File: config.mk
export PLATFORM = sky130hd
export DESIGN_NAME = sibw_target
export DESIGN_NICKNAME = d
export VERILOG_FILES = /design/src/sibw_pkg.sv /design/src/sibw_target.sv
export SDC_FILE = /design/constraint.sdc
export NUM_CORES = 1
export LEC_CHECK = 0
export BUFFER_PORTS_ARGS = -buffer_cell sky130_fd_sc_hd__buf_4
export CAP_MARGIN = 10
export CELL_PAD_IN_SITES_DETAIL_PLACEMENT = 1
export CELL_PAD_IN_SITES_GLOBAL_PLACEMENT = 2
export CORE_ASPECT_RATIO = 1.4
export CORE_UTILIZATION = 35
export CTS_CLUSTER_SIZE = 8
export DETAILED_ROUTE_END_ITERATION = 8
export PLACE_DENSITY = 0.85
export SETUP_SLACK_MARGIN = 0.4
export SYNTH_ARGS = -nofsm -noshare
export SYNTH_HDL_FRONTEND = slang
export SYNTH_SLANG_ARGS = --single-unit
File: constraint.sdc
create_clock -name clk -period 2.9 [get_ports clk]
set_input_delay 0.29 -clock clk [delete_from_list [all_inputs] [get_ports clk]]
set_output_delay 0.29 -clock clk [all_outputs]
set_load 0.05 [all_outputs]
File: src/sibw_pkg.sv
// Package: constants for the indexed block write target
package sibw_pkg;
  localparam logic [6:0] ADDR_STRAP_LOW = 7'h6B;
  localparam logic [6:0] ADDR_STRAP_MID = 7'h6C;
  localparam logic [6:0] ADDR_STRAP_HIGH = 7'h6D;
  localparam int BYTE_BITS = 8;
  localparam logic [3:0] LAST_BIT = 4'h7;
  localparam logic [3:0] ACK_SLOT = 4'h8;
  localparam logic [3:0] REF_TIMEOUT = 4'hF;
  localparam logic [7:0] CFG_RESET = 8'h00;
  typedef enum logic [1:0] {SIBW_STRAP_LOW, SIBW_STRAP_MID, SIBW_STRAP_HIGH} sibw_strap_t;
endpackage

File: src/sibw_target.sv
// SMBus indexed block write target with strap-selected address
`timescale 1ns/100ps
module sibw_target #(
  parameter int CFG_BYTES = 8
) (
  input wire logic clk,
  input wire logic reset,
  input wire logic power_good_powerdown_n,
  input wire logic [1:0] address_select_strap,
  input wire logic differential_reference_clock_input,
  input wire logic smb_clk_in,
  input wire logic smb_data_in,
  output logic smb_data_out,
  output logic smb_data_oe,
  output logic powered_down,
  output logic [CFG_BYTES*8-1:0] cfg_bytes
);
  typedef enum logic [2:0] {SIBW_IDLE, SIBW_ADDR, SIBW_INDEX, SIBW_COUNT, SIBW_DATA,
    SIBW_SKIP} sibw_phase_t;
  typedef struct packed {
    logic [1:0] scl_s;
    logic [1:0] sda_s;
    logic [1:0] pg_s;
    logic [1:0] ref_s;
    logic [1:0] strap_m;
    logic [1:0] strap_r;
    logic scl_p;
    logic sda_p;
    logic ref_p;
    logic [3:0] ref_idle;
    logic strap_taken;
    logic [6:0] my_addr;
    logic pd;
    sibw_phase_t phase;
    logic [3:0] bitn;
    logic [7:0] shreg;
    logic [7:0] idx;
    logic [7:0] cnt;
    logic ack;
    logic [CFG_BYTES*8-1:0] cfg;
  } sibw_state_t;

  sibw_state_t q, d;
  logic scl, sda, scl_rise, scl_fall, start_c, stop_c, ref_alive;

  function automatic logic [6:0] strap_addr(input logic [1:0] s);
    case (s)
      sibw_pkg::SIBW_STRAP_LOW: strap_addr = sibw_pkg::ADDR_STRAP_LOW;
      sibw_pkg::SIBW_STRAP_MID: strap_addr = sibw_pkg::ADDR_STRAP_MID;
      default: strap_addr = sibw_pkg::ADDR_STRAP_HIGH;
    endcase
  endfunction

  assign scl = q.scl_s[1];
  assign sda = q.sda_s[1];
  assign scl_rise = scl && !q.scl_p;
  assign scl_fall = !scl && q.scl_p;
  assign start_c = scl && q.scl_p && q.sda_p && !sda;
  assign stop_c = scl && q.scl_p && !q.sda_p && sda;
  assign ref_alive = q.ref_idle != sibw_pkg::REF_TIMEOUT;

  always_comb
  begin
    d = q;
    d.scl_s = {q.scl_s[0], smb_clk_in};
    d.sda_s = {q.sda_s[0], smb_data_in};
    d.pg_s = {q.pg_s[0], power_good_powerdown_n};
    d.ref_s = {q.ref_s[0], differential_reference_clock_input};
    // Strap pin crosses in through two flops, in step with power-good
    d.strap_m = address_select_strap;
    d.strap_r = q.strap_m;
    d.scl_p = scl;
    d.sda_p = sda;
    d.ref_p = q.ref_s[1];
    // Reference activity watchdog
    if (q.ref_s[1] != q.ref_p)
      d.ref_idle = '0;
    else if (ref_alive)
      d.ref_idle = q.ref_idle + 4'h1;
    // Strap latched once on first power-good high
    if (q.pg_s[1] && !q.strap_taken)
    begin
      d.strap_taken = 1'b1;
      d.my_addr = strap_addr(q.strap_r);
    end
    d.pd = !q.pg_s[1];
    if (q.pd || !q.strap_taken || !ref_alive)
    begin
      d.phase = SIBW_IDLE;
      d.ack = 1'b0;
    end
    else if (start_c)
    begin
      d.phase = SIBW_ADDR;
      d.bitn = '0;
      d.ack = 1'b0;
    end
    else if (stop_c)
    begin
      d.phase = SIBW_IDLE;
      d.ack = 1'b0;
    end
    else if (q.phase != SIBW_IDLE && q.phase != SIBW_SKIP)
    begin
      if (scl_rise && q.bitn <= sibw_pkg::LAST_BIT)
      begin
        d.shreg = {q.shreg[6:0], sda};
        d.bitn = q.bitn + 4'h1;
      end
      if (scl_fall && q.bitn == sibw_pkg::ACK_SLOT && !q.ack)
      begin
        d.ack = 1'b1;
        case (q.phase)
          SIBW_ADDR:
            if (q.shreg[7:1] != q.my_addr || q.shreg[0])
            begin
              d.ack = 1'b0;
              d.phase = SIBW_SKIP;
            end
          SIBW_INDEX: d.idx = q.shreg;
          SIBW_COUNT: d.cnt = q.shreg;
          SIBW_DATA:
          begin
            if (q.cnt != 8'h00 && q.idx < CFG_BYTES)
              d.cfg[q.idx[$clog2(CFG_BYTES)-1:0]*sibw_pkg::BYTE_BITS
                +: sibw_pkg::BYTE_BITS] = q.shreg;
            d.idx = q.idx + 8'h01;
            d.cnt = (q.cnt != 8'h00) ? q.cnt - 8'h01 : 8'h00;
          end
          default: d.ack = 1'b0;
        endcase
      end
      else if (scl_fall && q.ack)
      begin
        d.ack = 1'b0;
        d.bitn = '0;
        case (q.phase)
          SIBW_ADDR: d.phase = SIBW_INDEX;
          SIBW_INDEX: d.phase = SIBW_COUNT;
          default: d.phase = SIBW_DATA;
        endcase
      end
    end
  end

  always_ff @(posedge clk)
  begin
    if (reset)
    begin
      q <= '0;
      q.scl_s <= 2'h3;
      q.sda_s <= 2'h3;
      q.scl_p <= 1'b1;
      q.sda_p <= 1'b1;
      q.ref_idle <= sibw_pkg::REF_TIMEOUT;
      q.pd <= 1'b1;
      q.phase <= SIBW_IDLE;
      q.cfg <= {CFG_BYTES{sibw_pkg::CFG_RESET}};
    end
    else
      q <= d;
  end

  assign smb_data_out = 1'b0;
  assign smb_data_oe = q.ack;
  assign powered_down = q.pd;
  assign cfg_bytes = q.cfg;

  a_ack_needs_match: assert property (@(posedge clk) disable iff (reset)
    $rose(q.ack) && q.phase == SIBW_ADDR |-> q.shreg[7:1] == q.my_addr && !q.shreg[0])
    else $error("ack given to foreign address");
  a_ack_ref_dead: assert property (@(posedge clk) disable iff (reset)
    !ref_alive |=> !q.ack)
    else $error("ack while reference clock stopped");
  a_ack_released: assert property (@(posedge clk) disable iff (reset)
    q.ack && scl_fall |=> !q.ack)
    else $error("ack not released");
  a_strap_fixed: assert property (@(posedge clk) disable iff (reset)
    q.strap_taken |=> $stable(q.my_addr))
    else $error("target address changed");
  a_pd_follows: assert property (@(posedge clk) disable iff (reset)
    !q.pg_s[1] |=> q.pd)
    else $error("power-down not entered");
  a_idle_in_pd: assert property (@(posedge clk) disable iff (reset)
    q.pd |=> q.phase == SIBW_IDLE)
    else $error("active in power-down");
  a_stop_idles: assert property (@(posedge clk) disable iff (reset)
    stop_c |=> q.phase == SIBW_IDLE)
    else $error("stop not honoured");
  a_data_store: assert property (@(posedge clk) disable iff (reset)
    q.phase == SIBW_DATA && scl_fall && q.bitn == sibw_pkg::ACK_SLOT && !q.ack
    && q.cnt != 8'h00 && ref_alive && !q.pd && !start_c && !stop_c
    |=> q.idx == $past(q.idx) + 8'h01)
    else $error("index not advanced");
  a_ack_slot_only: assert property (@(posedge clk) disable iff (reset)
    $rose(q.ack) |-> q.bitn == sibw_pkg::ACK_SLOT)
    else $error("ack outside the ninth bit");
  a_addr_to_index: assert property (@(posedge clk) disable iff (reset)
    q.phase == SIBW_ADDR && q.ack && scl_fall && ref_alive && !q.pd && q.strap_taken
    |=> q.phase == SIBW_INDEX)
    else $error("index phase not entered");
  a_count_to_data: assert property (@(posedge clk) disable iff (reset)
    q.phase == SIBW_COUNT && q.ack && scl_fall && ref_alive && !q.pd && q.strap_taken
    |=> q.phase == SIBW_DATA)
    else $error("data phase not entered");
  a_cfg_held_pd: assert property (@(posedge clk) disable iff (reset)
    q.pd |=> $stable(q.cfg))
    else $error("config written in power-down");
  a_cfg_held_ref: assert property (@(posedge clk) disable iff (reset)
    !ref_alive |=> $stable(q.cfg))
    else $error("config written without reference clock");
  a_skip_silent: assert property (@(posedge clk) disable iff (reset)
    q.phase == SIBW_SKIP |=> !q.ack)
    else $error("ack while ignoring a transfer");
endmodule

Word level (Yosys, flattened, before mapping)
Cells that the tools add are included.
- memories kept: 0
- memory bits (writable): 0
- bits in latches: 0
- bits in registers: 124
- ROM bits: 0
- logic and storage cells: 130
- input bits: 8
- bitwise logic cells: 3
- $mul: 0
- mux-type cells: 34
- order comparisons: 2
- add/sub/neg operators: 5
- equal/unequal tests: 17
- div/mod/pow operators: 0
- shift-type cells: 2
- reduce and logical (&&, ||, !) cells: 46
- operators with widths (kind ; number):
    two-way mux 64 bit ; 3
    two-way mux 94 bit ; 1
    bitwise mux 64 bit ; 1
    variable shift 8 x 34 -> 64 bit, first input constant ; 1
    indexed part select 8 x 34 -> 64 bit ; 1
    two-way mux 12 bit ; 5
    two-way mux 7 bit ; 5
    negation 6 -> 34 bit ; 1
    case mux 8 bit (2 select lines) ; 2
    two-way mux 28 bit ; 1
    two-way mux 16 bit ; 1
    logical AND 1 bit ; 14
    two-way mux 4 bit ; 3
    case mux 3 bit (2 select lines) ; 2
    AND reduction 6 bit ; 2
    nonzero test 2 bit ; 5
    two-way mux 3 bit ; 3
    adder 4 x 1 -> 4 bit, second input constant ; 2
    adder 8 x 1 -> 8 bit, second input constant ; 1
    logical NOT 1 bit ; 8
    less-than comparator 8 x 4 -> 1 bit, second input constant ; 1
    two-way mux 8 bit ; 1
    != test 4 x 3 -> 1 bit, second input constant ; 2
    AND reduction 4 bit ; 2
    other kinds (31) ; 41

Logic depth before layout (Yosys ltp)
Gate-level depths: netlist (run 1).
- word-level depth: 17
- gate-level depth with buffers: 9
- depth with buffers taken out: 7

Worst setup path after synthesis (run 1)
OpenSTA, ideal clock, no wires.
- path kind: reg2reg
- start: register q[73] (netlist bit)
- end: register with a tool-made name
- buffers on the path: 2
- cell stages (with the launch flop): 10
- arrival time: 2155 ps
- period minus slack after synthesis: 2229 ps
- slack: 671 ps
- data required time: 2826 ps
- cell sequence: dfxtp_1 -> clkbuf_1 -> inv_1 -> ha_1 -> ha_1 -> nor3_1 -> and2_0 -> buf_1 -> nand2_1 -> mux2i_1
- RTL lines (item ; RTL line ; source):
    start: declaration ; sibw_target.sv:43 ; sibw_state_t q, d;

==> summary.txt, run 1 <==
Route
  • Post-DRT Antenna Nets: 0
  • Vias: 4856
  • Aggregate routed wire length: 16.6 mm
  • DRC: 11
  • Detailed Routing Iterations Pass 1: 9
  • DR WL/cell: 18.3 um
  • Avg Vias per Cell: 5.34
  • Iteration-0 DRC Markers: 196

Setup path
  • CP Max Fanout: 16
  • Startpoint Class: flip-flop
  • Slowest-stage cell, CP: or4_4
  • Max incr delay on CP: 0.69 ns
  • Crit path capture type: flip-flop
  • CP Data Arrival Time: 2.71 ns
  • R2r setup slk: between 0.5 and 0.6 ns
  • Endpoint required time on the critical path: 3.26 ns
  • CP Class: flip-flop to flip-flop
  • R2R cell count: 5
  • Launch point of the worst reg-to-reg path: q[95]$_SDFFE_PP0P_
  • Crit path cell chain: xor2_2 -> o211ai_1 -> or4_4 -> nor4_1 -> a31o_1

STA
  • Hold Vio Cnt, Final: 0
  • Tmin final: 2.35 ns
  • Fmax: 425 MHz
  • Setup TNS: 0 ns
  • Slew @ Worst Pin: around 0.64 ns
  • Clk_skew: between 0.008 and 0.009 ns
  • Final count of negative-setup-slack endpoints: 0
  • Tcrit/Tclk final: between 80% and 90%
  • RSZ-0062 raised after global routing: false
  • WHS: 0.0513 ns
  • Slew margin rel.: 57.0%
  • Final slew viol count: 0

GRT
  • Antenna violations before repair: 0
  • Met2 Usage GRT: 38.2%
  • M1 GR Usage: 19.4%
  • GR peak layer: met2
  • Largest net degree at the start of global routing: 49
  • Total global routing overflow: 0
  • Global-route wire length before repair: 26.8 mm
  • Gr usage total: 19.6%
  • Met3 GRT Util: under 10%
  • Vias in the first global route: 5192

Final layout
  • Layout Nets: 710
  • Layout fillers: 1937
  • Ant diodes: 0
  • Area grow syn2layout: 15.3%
  • Share of post-route cells with drive strength above 1: 21.6%

Outcome
  • Status: finished, violations left
  • Failing checks: DRC

Clocking
  • Clock Tree Buf Depth: 2
  • CTS sink cnt: 120
  • CTS tree: built
  • Clk slew on worst S/H paths: 0.06 ns
  • Htree depth: 4
  • Clk root buf: clkbuf_16
  • Hold_buf cts: 0
  • Skew-Pair Late Insertion Delay: 0.42 ns
  • CTS Buf Count: 17

Pwr
  • Worst VDD drop: 0.000221 V
  • Lkg Pwr: 0.00279 uW
  • Power Density: 583 nW/um2

Die
  • Starting Density: 35.7%
  • Core Area: approximately 17000 um2
  • Row count: 56
  • Die height: 156 um
  • Die area: 17500 um2
  • Die X: 112 um
  • I/O pin count: 75

Synth
  • Top cell type by total area after synthesis: dfxtp_1
  • Ys async rst share: 0%
  • Syn Nets: 703
  • Mapped Area: 5950 um2
  • Sequential element share of the synthesized area: 40.4%
  • Post-Syn Area per Cell: around 8.7 um2
  • Post-synth top flop: dfxtp_1
  • Synth unique cells: between 60 and 70
  • Yosys reg bits: 120
  • Post-synthesis cell count: between 600 and 700
  • Area share of the largest cell type after synthesis: 40.4%
  • Number of synthesis warnings: 0
  • Largest cells by area after synthesis: dfxtp_1, mux2i_1, buf_4, nand2_1, o21ai_0
  • Post-synth EDFFs: 0

Worst hold path
  • Hold Path Sink: d[123]$_SDFF_PP1_
  • Hold Crit Depth: 2
  • Worst min-delay path class: input port to flip-flop
  • Hold Crit Start: smb_clk_in

Job
  • Max-Cap Viols: 0

Placed design
  • Post-DP HPWL: 11.5 mm
  • Port Buf Inserts: 73
  • GP Congestion: 0.881
worst max-delay path by stage:
| stage | start | end | slack (ns) | cells past startpoint |
|---|---|---|---|---|
| floorplan | q[73]$_SDFFE_PP0P_ | flip-flop | 0.67 | 9 |
| global placement | q[65]$_SDFFE_PP0P_ | flip-flop | 0.35 | 7 |
| detailed placement | q[65]$_SDFFE_PP0P_ | flip-flop | 0.24 | 7 |
| CTS | q[65]$_SDFFE_PP0P_ | flip-flop | 0.42 | 8 |
| global route | q[95]$_SDFFE_PP0P_ | flip-flop | 0.46 | 5 |
| finish | q[95]$_SDFFE_PP0P_ | flip-flop | 0.55 | 5 |
area by class of cell:
type / count / area, um2 / area share [%]
multi-input combinational: 449 / 2870 / 41.8
sequential: 120 / 2400 / 35.0
timing repair buffer: 96 / 721 / 10.5
clock buffer: 18 / 439 / 6.40
tap: 203 / 254 / 3.70
clock inverter: 14 / 139 / 2.02
inverter: 10 / 37.5 / 0.547
layout by cell type (no fill, tap or decap), drive strengths merged, types with 4 or more instances in the layout:
| cell type | count |
|---|---|
| a21oi | 16 |
| a31o | 4 |
| and2 | 6 |
| buf | 96 |
| clkbuf | 18 |
| clkinv | 5 |
| dfxtp | 120 |
| ha | 8 |
| inv | 15 |
| mux2i | 61 |
| nand2 | 91 |
| nand2b | 21 |
| nand3 | 42 |
| nor2 | 38 |
| nor2b | 18 |
| nor3 | 10 |
| nor4 | 7 |
| o211ai | 12 |
| o21ai | 40 |
| o31ai | 8 |
| or2 | 6 |
| xnor2 | 5 |
| xor2 | 6 |
cells by family (layout without fill, tap and decap cells):
family / after synthesis / in the layout / share of synthesized area, %
buffers and inverters: 118 / 138 / 12.0
flip-flops: 120 / 120 / 40.4
multiplexers: 61 / 61 / 10.3
AND/OR/NAND/NOR: 263 / 263 / 22.5
other: 1 / 1 / 0.0630
AO/OA/AOI/OAI: 105 / 105 / 11.4
adder cells (fa/ha/maj): 8 / 8 / 1.68
XOR/XNOR: 11 / 11 / 1.74
where the power goes:
group	total (uW)	switching, uW	internal [uW]
Sequential	1720	34.2	1680
Combinational	202	111	90.7
Clock	2080	861	1220
Total	4000	1010	3000
Yosys cell counts, drive strengths merged, types with 2 or more instances:
cell type / count
o31ai: 8
mux2i: 61
nand2b: 21
nand3: 42
dfxtp: 120
a21oi: 16
nor4b: 2
o211ai: 12
a311oi: 3
a2bb2oi: 3
nor4: 7
and2: 6
inv: 9
or3b: 2
and3: 3
clkbuf: 35
xor2: 6
a31o: 4
xnor2: 5
nor2b: 18
a31oi: 3
or2: 6
buf: 73
o32ai: 2
nand2: 91
nor2: 38
nor3: 10
o21ai: 40
nor3b: 2
or3: 3
a211oi: 3
and3b: 2
ha: 8
or4: 3
nand4: 3
routing by layer:
metal	vias up	part of all wire (%)
li1	2322	-
met1	2390	38
met2	106	55
met3	38	3.3
met4	0	3.5
met5	-	0
timing repair:
action | CTS | global route
setup endpoints to repair | 64 | 72
resized for setup | 2 | 4
pin swaps | 1 | 1
buffers inserted | 1 | 1
metrics by stage:
step / setup slack, ns / util, % / total power, uW / instances / area, um2
5_1_grt: 0.456 / 41.2 / 4140 / 910 / 6860
3_3_place_gp: 0.355 / 37.4 / 1930 / 876 / 6240
2_1_floorplan: 0.671 / - / 1900 / 687 / 5950
6_report: 0.549 / 41.2 / 4000 / 910 / 6860
3_5_place_dp: 0.244 / 37.4 / 1950 / 876 / 6240
4_1_cts: 0.421 / 41.0 / 4040 / 909 / 6830
critical path: cells and delay by family, from the launching register on:
| family | cells | cell delay, ns |
|---|---|---|
| AO/OA/AOI/OAI | 2 | 0.36 |
| XOR/XNOR | 1 | 0.35 |
| flip-flops | 1 | 0.55 |
| AND/OR/NAND/NOR | 2 | 1.05 |
Power figures use the tool's default switching activity.
==> run 2, diff against run 1 <==
--- a/config.mk
+++ b/config.mk
@@ -10,10 +10,10 @@
 export CELL_PAD_IN_SITES_DETAIL_PLACEMENT = 1
 export CELL_PAD_IN_SITES_GLOBAL_PLACEMENT = 2
 export CORE_ASPECT_RATIO = 1.4
-export CORE_UTILIZATION = 35
+export CORE_UTILIZATION = 32
 export CTS_CLUSTER_SIZE = 8
 export DETAILED_ROUTE_END_ITERATION = 8
-export PLACE_DENSITY = 0.85
+export PLACE_DENSITY = 0.82
 export SETUP_SLACK_MARGIN = 0.4
 export SYNTH_ARGS = -nofsm -noshare
 export SYNTH_HDL_FRONTEND = slang
==> constraint.sdc (replaced) <==
create_clock -name clk -period 2.1 [get_ports clk]
set_input_delay 0.21 -clock clk [delete_from_list [all_inputs] [get_ports clk]]
set_output_delay 0.21 -clock clk [all_outputs]
set_load 0.05 [all_outputs]
==> summary.txt, run 2 (synthesized netlist as in run 1, its figures left out) <==
Outcome
  • Status: completed

Final layout
  • Area of the multi-input gates: 3290 um2 (+15%)
  • Post-layout util: 44.1% (+3.0 points)
  • FF+latch area: 2430 um2 (+0.94%)
  • Layout fillers: 2005 (+3.5%)
  • Area grow syn2layout: 34.0%
  • Most frequent cells in the layout: buf_4, dfxtp_1, nand2_1
  • Ant diodes: 0 (unchanged)
  • Layout Nets: 767 (+8.0%)
  • Most common cell after layout, fill and taps aside: buf_4
  • Share of post-route cells with drive strength above 1: 35.6% (+14 points)

Clocking
  • Htree depth: 4 (unchanged)
  • Clock Tree Buf Depth: 2 (unchanged)
  • CTS sink cnt: 120 (unchanged)
  • Skew-Pair Late Insertion Delay: 0.42 ns (about the same)
  • CTS tree: built
  • Clk root buf: clkbuf_16
  • Clk slew on worst S/H paths: 0.06 ns (about the same)
  • CTS Buf Count: 17 (unchanged)

Die
  • Core Area: 18100 um2 (+8.4%)
  • Die X: 117 um (+4.5%)
  • Die area: 19200 um2 (+9.2%)
  • Starting Density: 32.9% (-2.8 points)
  • Row count: 58 (+3.6%)
  • I/O pin count: 75 (unchanged)
  • Die height: 163 um (+4.5%)

Pwr
  • Power Density: 775 nW/um2 (+33%)
  • Worst VDD drop: 0.000515 V (+130%)
  • Lkg Pwr: 0.00325 uW (+17%)

Worst hold path
  • Worst min-delay path class: input port to flip-flop
  • Hold Crit Start: address_select_strap[1]

Route
  • Post-DRT Antenna Nets: 0 (unchanged)
  • Vias: 5191 (+6.9%)
  • Detailed Routing Iterations Pass 1: 5 (-4)
  • Aggregate routed wire length: 18.3 mm (+9.9%)
  • DRC: 0 (-11)
  • DR WL/cell: 18.2 um (-0.38%)
  • Avg Vias per Cell: 5.17 (-3.1%)
  • Iteration-0 DRC Markers: 299 (+53%)

GRT
  • Total global routing overflow: 0 (unchanged)
  • Vias in the first global route: 5537 (+6.6%)
  • Gr usage total: 19.8% (+0.14 points)
  • Global-route wire length before repair: 28.7 mm (+6.8%)
  • Largest net degree at the start of global routing: 58 (+18%)
  • Antenna violations before repair: 0 (unchanged)

STA
  • Final slew viol count: 0 (unchanged)
  • Setup TNS: 0 ns (unchanged)
  • Final count of negative-setup-slack endpoints: 0 (unchanged)
  • RSZ-0062 raised after global routing: true
  • Tmin final: 1.98 ns (-0.367 ns)
  • Tcrit/Tclk final: 94.5% (+13 points)
  • Fmax: 504 MHz (+18%)
  • Slew @ Worst Pin: 0.691 ns (+0.0470 ns)
  • Hold Vio Cnt, Final: 0 (unchanged)
  • Clk_skew: 0.0132 ns (+0.00470 ns)
  • Slew margin rel.: 53.8% (-3.1 points)

Setup path
  • Launch point of the worst reg-to-reg path: d[111]$_SDFF_PP1_
  • CP delay by family, top: simple AND/OR/NAND/NOR gates
  • Startpoint Class: flip-flop
  • CP Class: flip-flop to flip-flop
  • CP Max Fanout: 8 (-8)
  • Crit. Startpoint: d[111]$_SDFF_PP1_
  • Endpoint required time on the critical path: 2.40 ns (-0.86 ns)
  • CP bufs+invs: 2 (+2)
  • CP Data Arrival Time: 2.28 ns (-0.43 ns)
  • Max incr delay on CP: 0.58 ns (-0.11 ns)
  • Slowest-stage cell, CP: or4_4
  • Crit path cell chain: and2b_2 -> nand4_1 -> buf_6 -> or4_4 -> buf_8 -> o211ai_1 -> o21ai_1
  • Crit path capture type: flip-flop

Job
  • Max-Cap Viols: 0 (unchanged)

Placed design
  • Post-DP HPWL: 11.8 mm (+2.8%)
  • GP Congestion: 0.770 (-13%)
  • Port Buf Inserts: 73 (unchanged)
run 2: cell count changes in the layout (fill, tap and decap cells not counted), moves of 7 or more:
cell     previous run  this run
o21ai_2             0         7
o21ai_0            39        15
buf_4              96       133
nand3_4             0         7
o21ai_1             0        16
buf_6               0         7
dfxtp_1           119       109
run 2: per-stage QoR:
step / std cells / setup slack (ns) / hold slack [ns] / power [uW] / cell area, um2
CTS: 1001 / 0.146 / 0.0146 / 6190 / 7850
global placement: 943 / 0.111 / 0.393 / 2710 / 6660
global route: 1004 / 0.0491 / 0.0147 / 6370 / 7970
detailed placement: 943 / 0.0448 / 0.398 / 2740 / 6660
finish: 1004 / 0.116 / 0.0179 / 6180 / 7970
floorplan: 687 / 0.119 / 0.314 / 2630 / 6140
run 2: repair_timing:
item / 4_1_cts / 5_1_grt
endpoints found under the setup margin: 92 / 95
hold endpoints to repair: 5 / 0
gates cloned: 3 / 0
setup buffers: 18 / 3
hold buffers: 5 / 0
pin swaps: 31 / 14
gates resized for setup: 80 / 28
run 2: final timing paths:
path                             to  slack (ns)  depth (start not counted)
hold / removal    d[113]$_SDFF_PP0_        0.02                          2
hold reg to reg   d[111]$_SDFF_PP1_        0.41                          1
setup reg to reg          flip-flop        0.12                          7
setup / recovery          flip-flop        0.12                          7
run 2: where the power goes:
group | internal [uW] | leakage (uW) | switching (uW)
logic | 191 | 0.00195 | 185
clock network | 2280 | 0.000329 | 1150
registers | 2320 | 0.000977 | 56.3
run 2: worst register-to-register path: cells and delay by family (launching register included):
family / cells / cell delay [ns]
simple gates: 3 / 0.94
compound gates: 2 / 0.29
buf+inv: 2 / 0.35
flops: 1 / 0.31
run 2: layer usage:
| layer | vias up | share of wire (%) | global-route usage [%] |
|---|---|---|---|
| met5 | - | 0 | 0 |
| met4 | 0 | 3.7 | 9.44 |
| met3 | 38 | 3.2 | 4.01 |
| met2 | 130 | 55 | 37.4 |
| met1 | 2583 | 38 | 20.1 |
| li1 | 2440 | - | - |
run 2: area by class of cell:
| class | count | area share, % |
|---|---|---|
| inverter | 10 | 0.471 |
| timing repair buffer | 151 | 15.5 |
| clock buffer | 19 | 5.56 |
| clock inverter | 13 | 3.01 |
| tap | 240 | 3.77 |
| multi-input combinational | 451 | 41.3 |
| sequential | 120 | 30.4 |
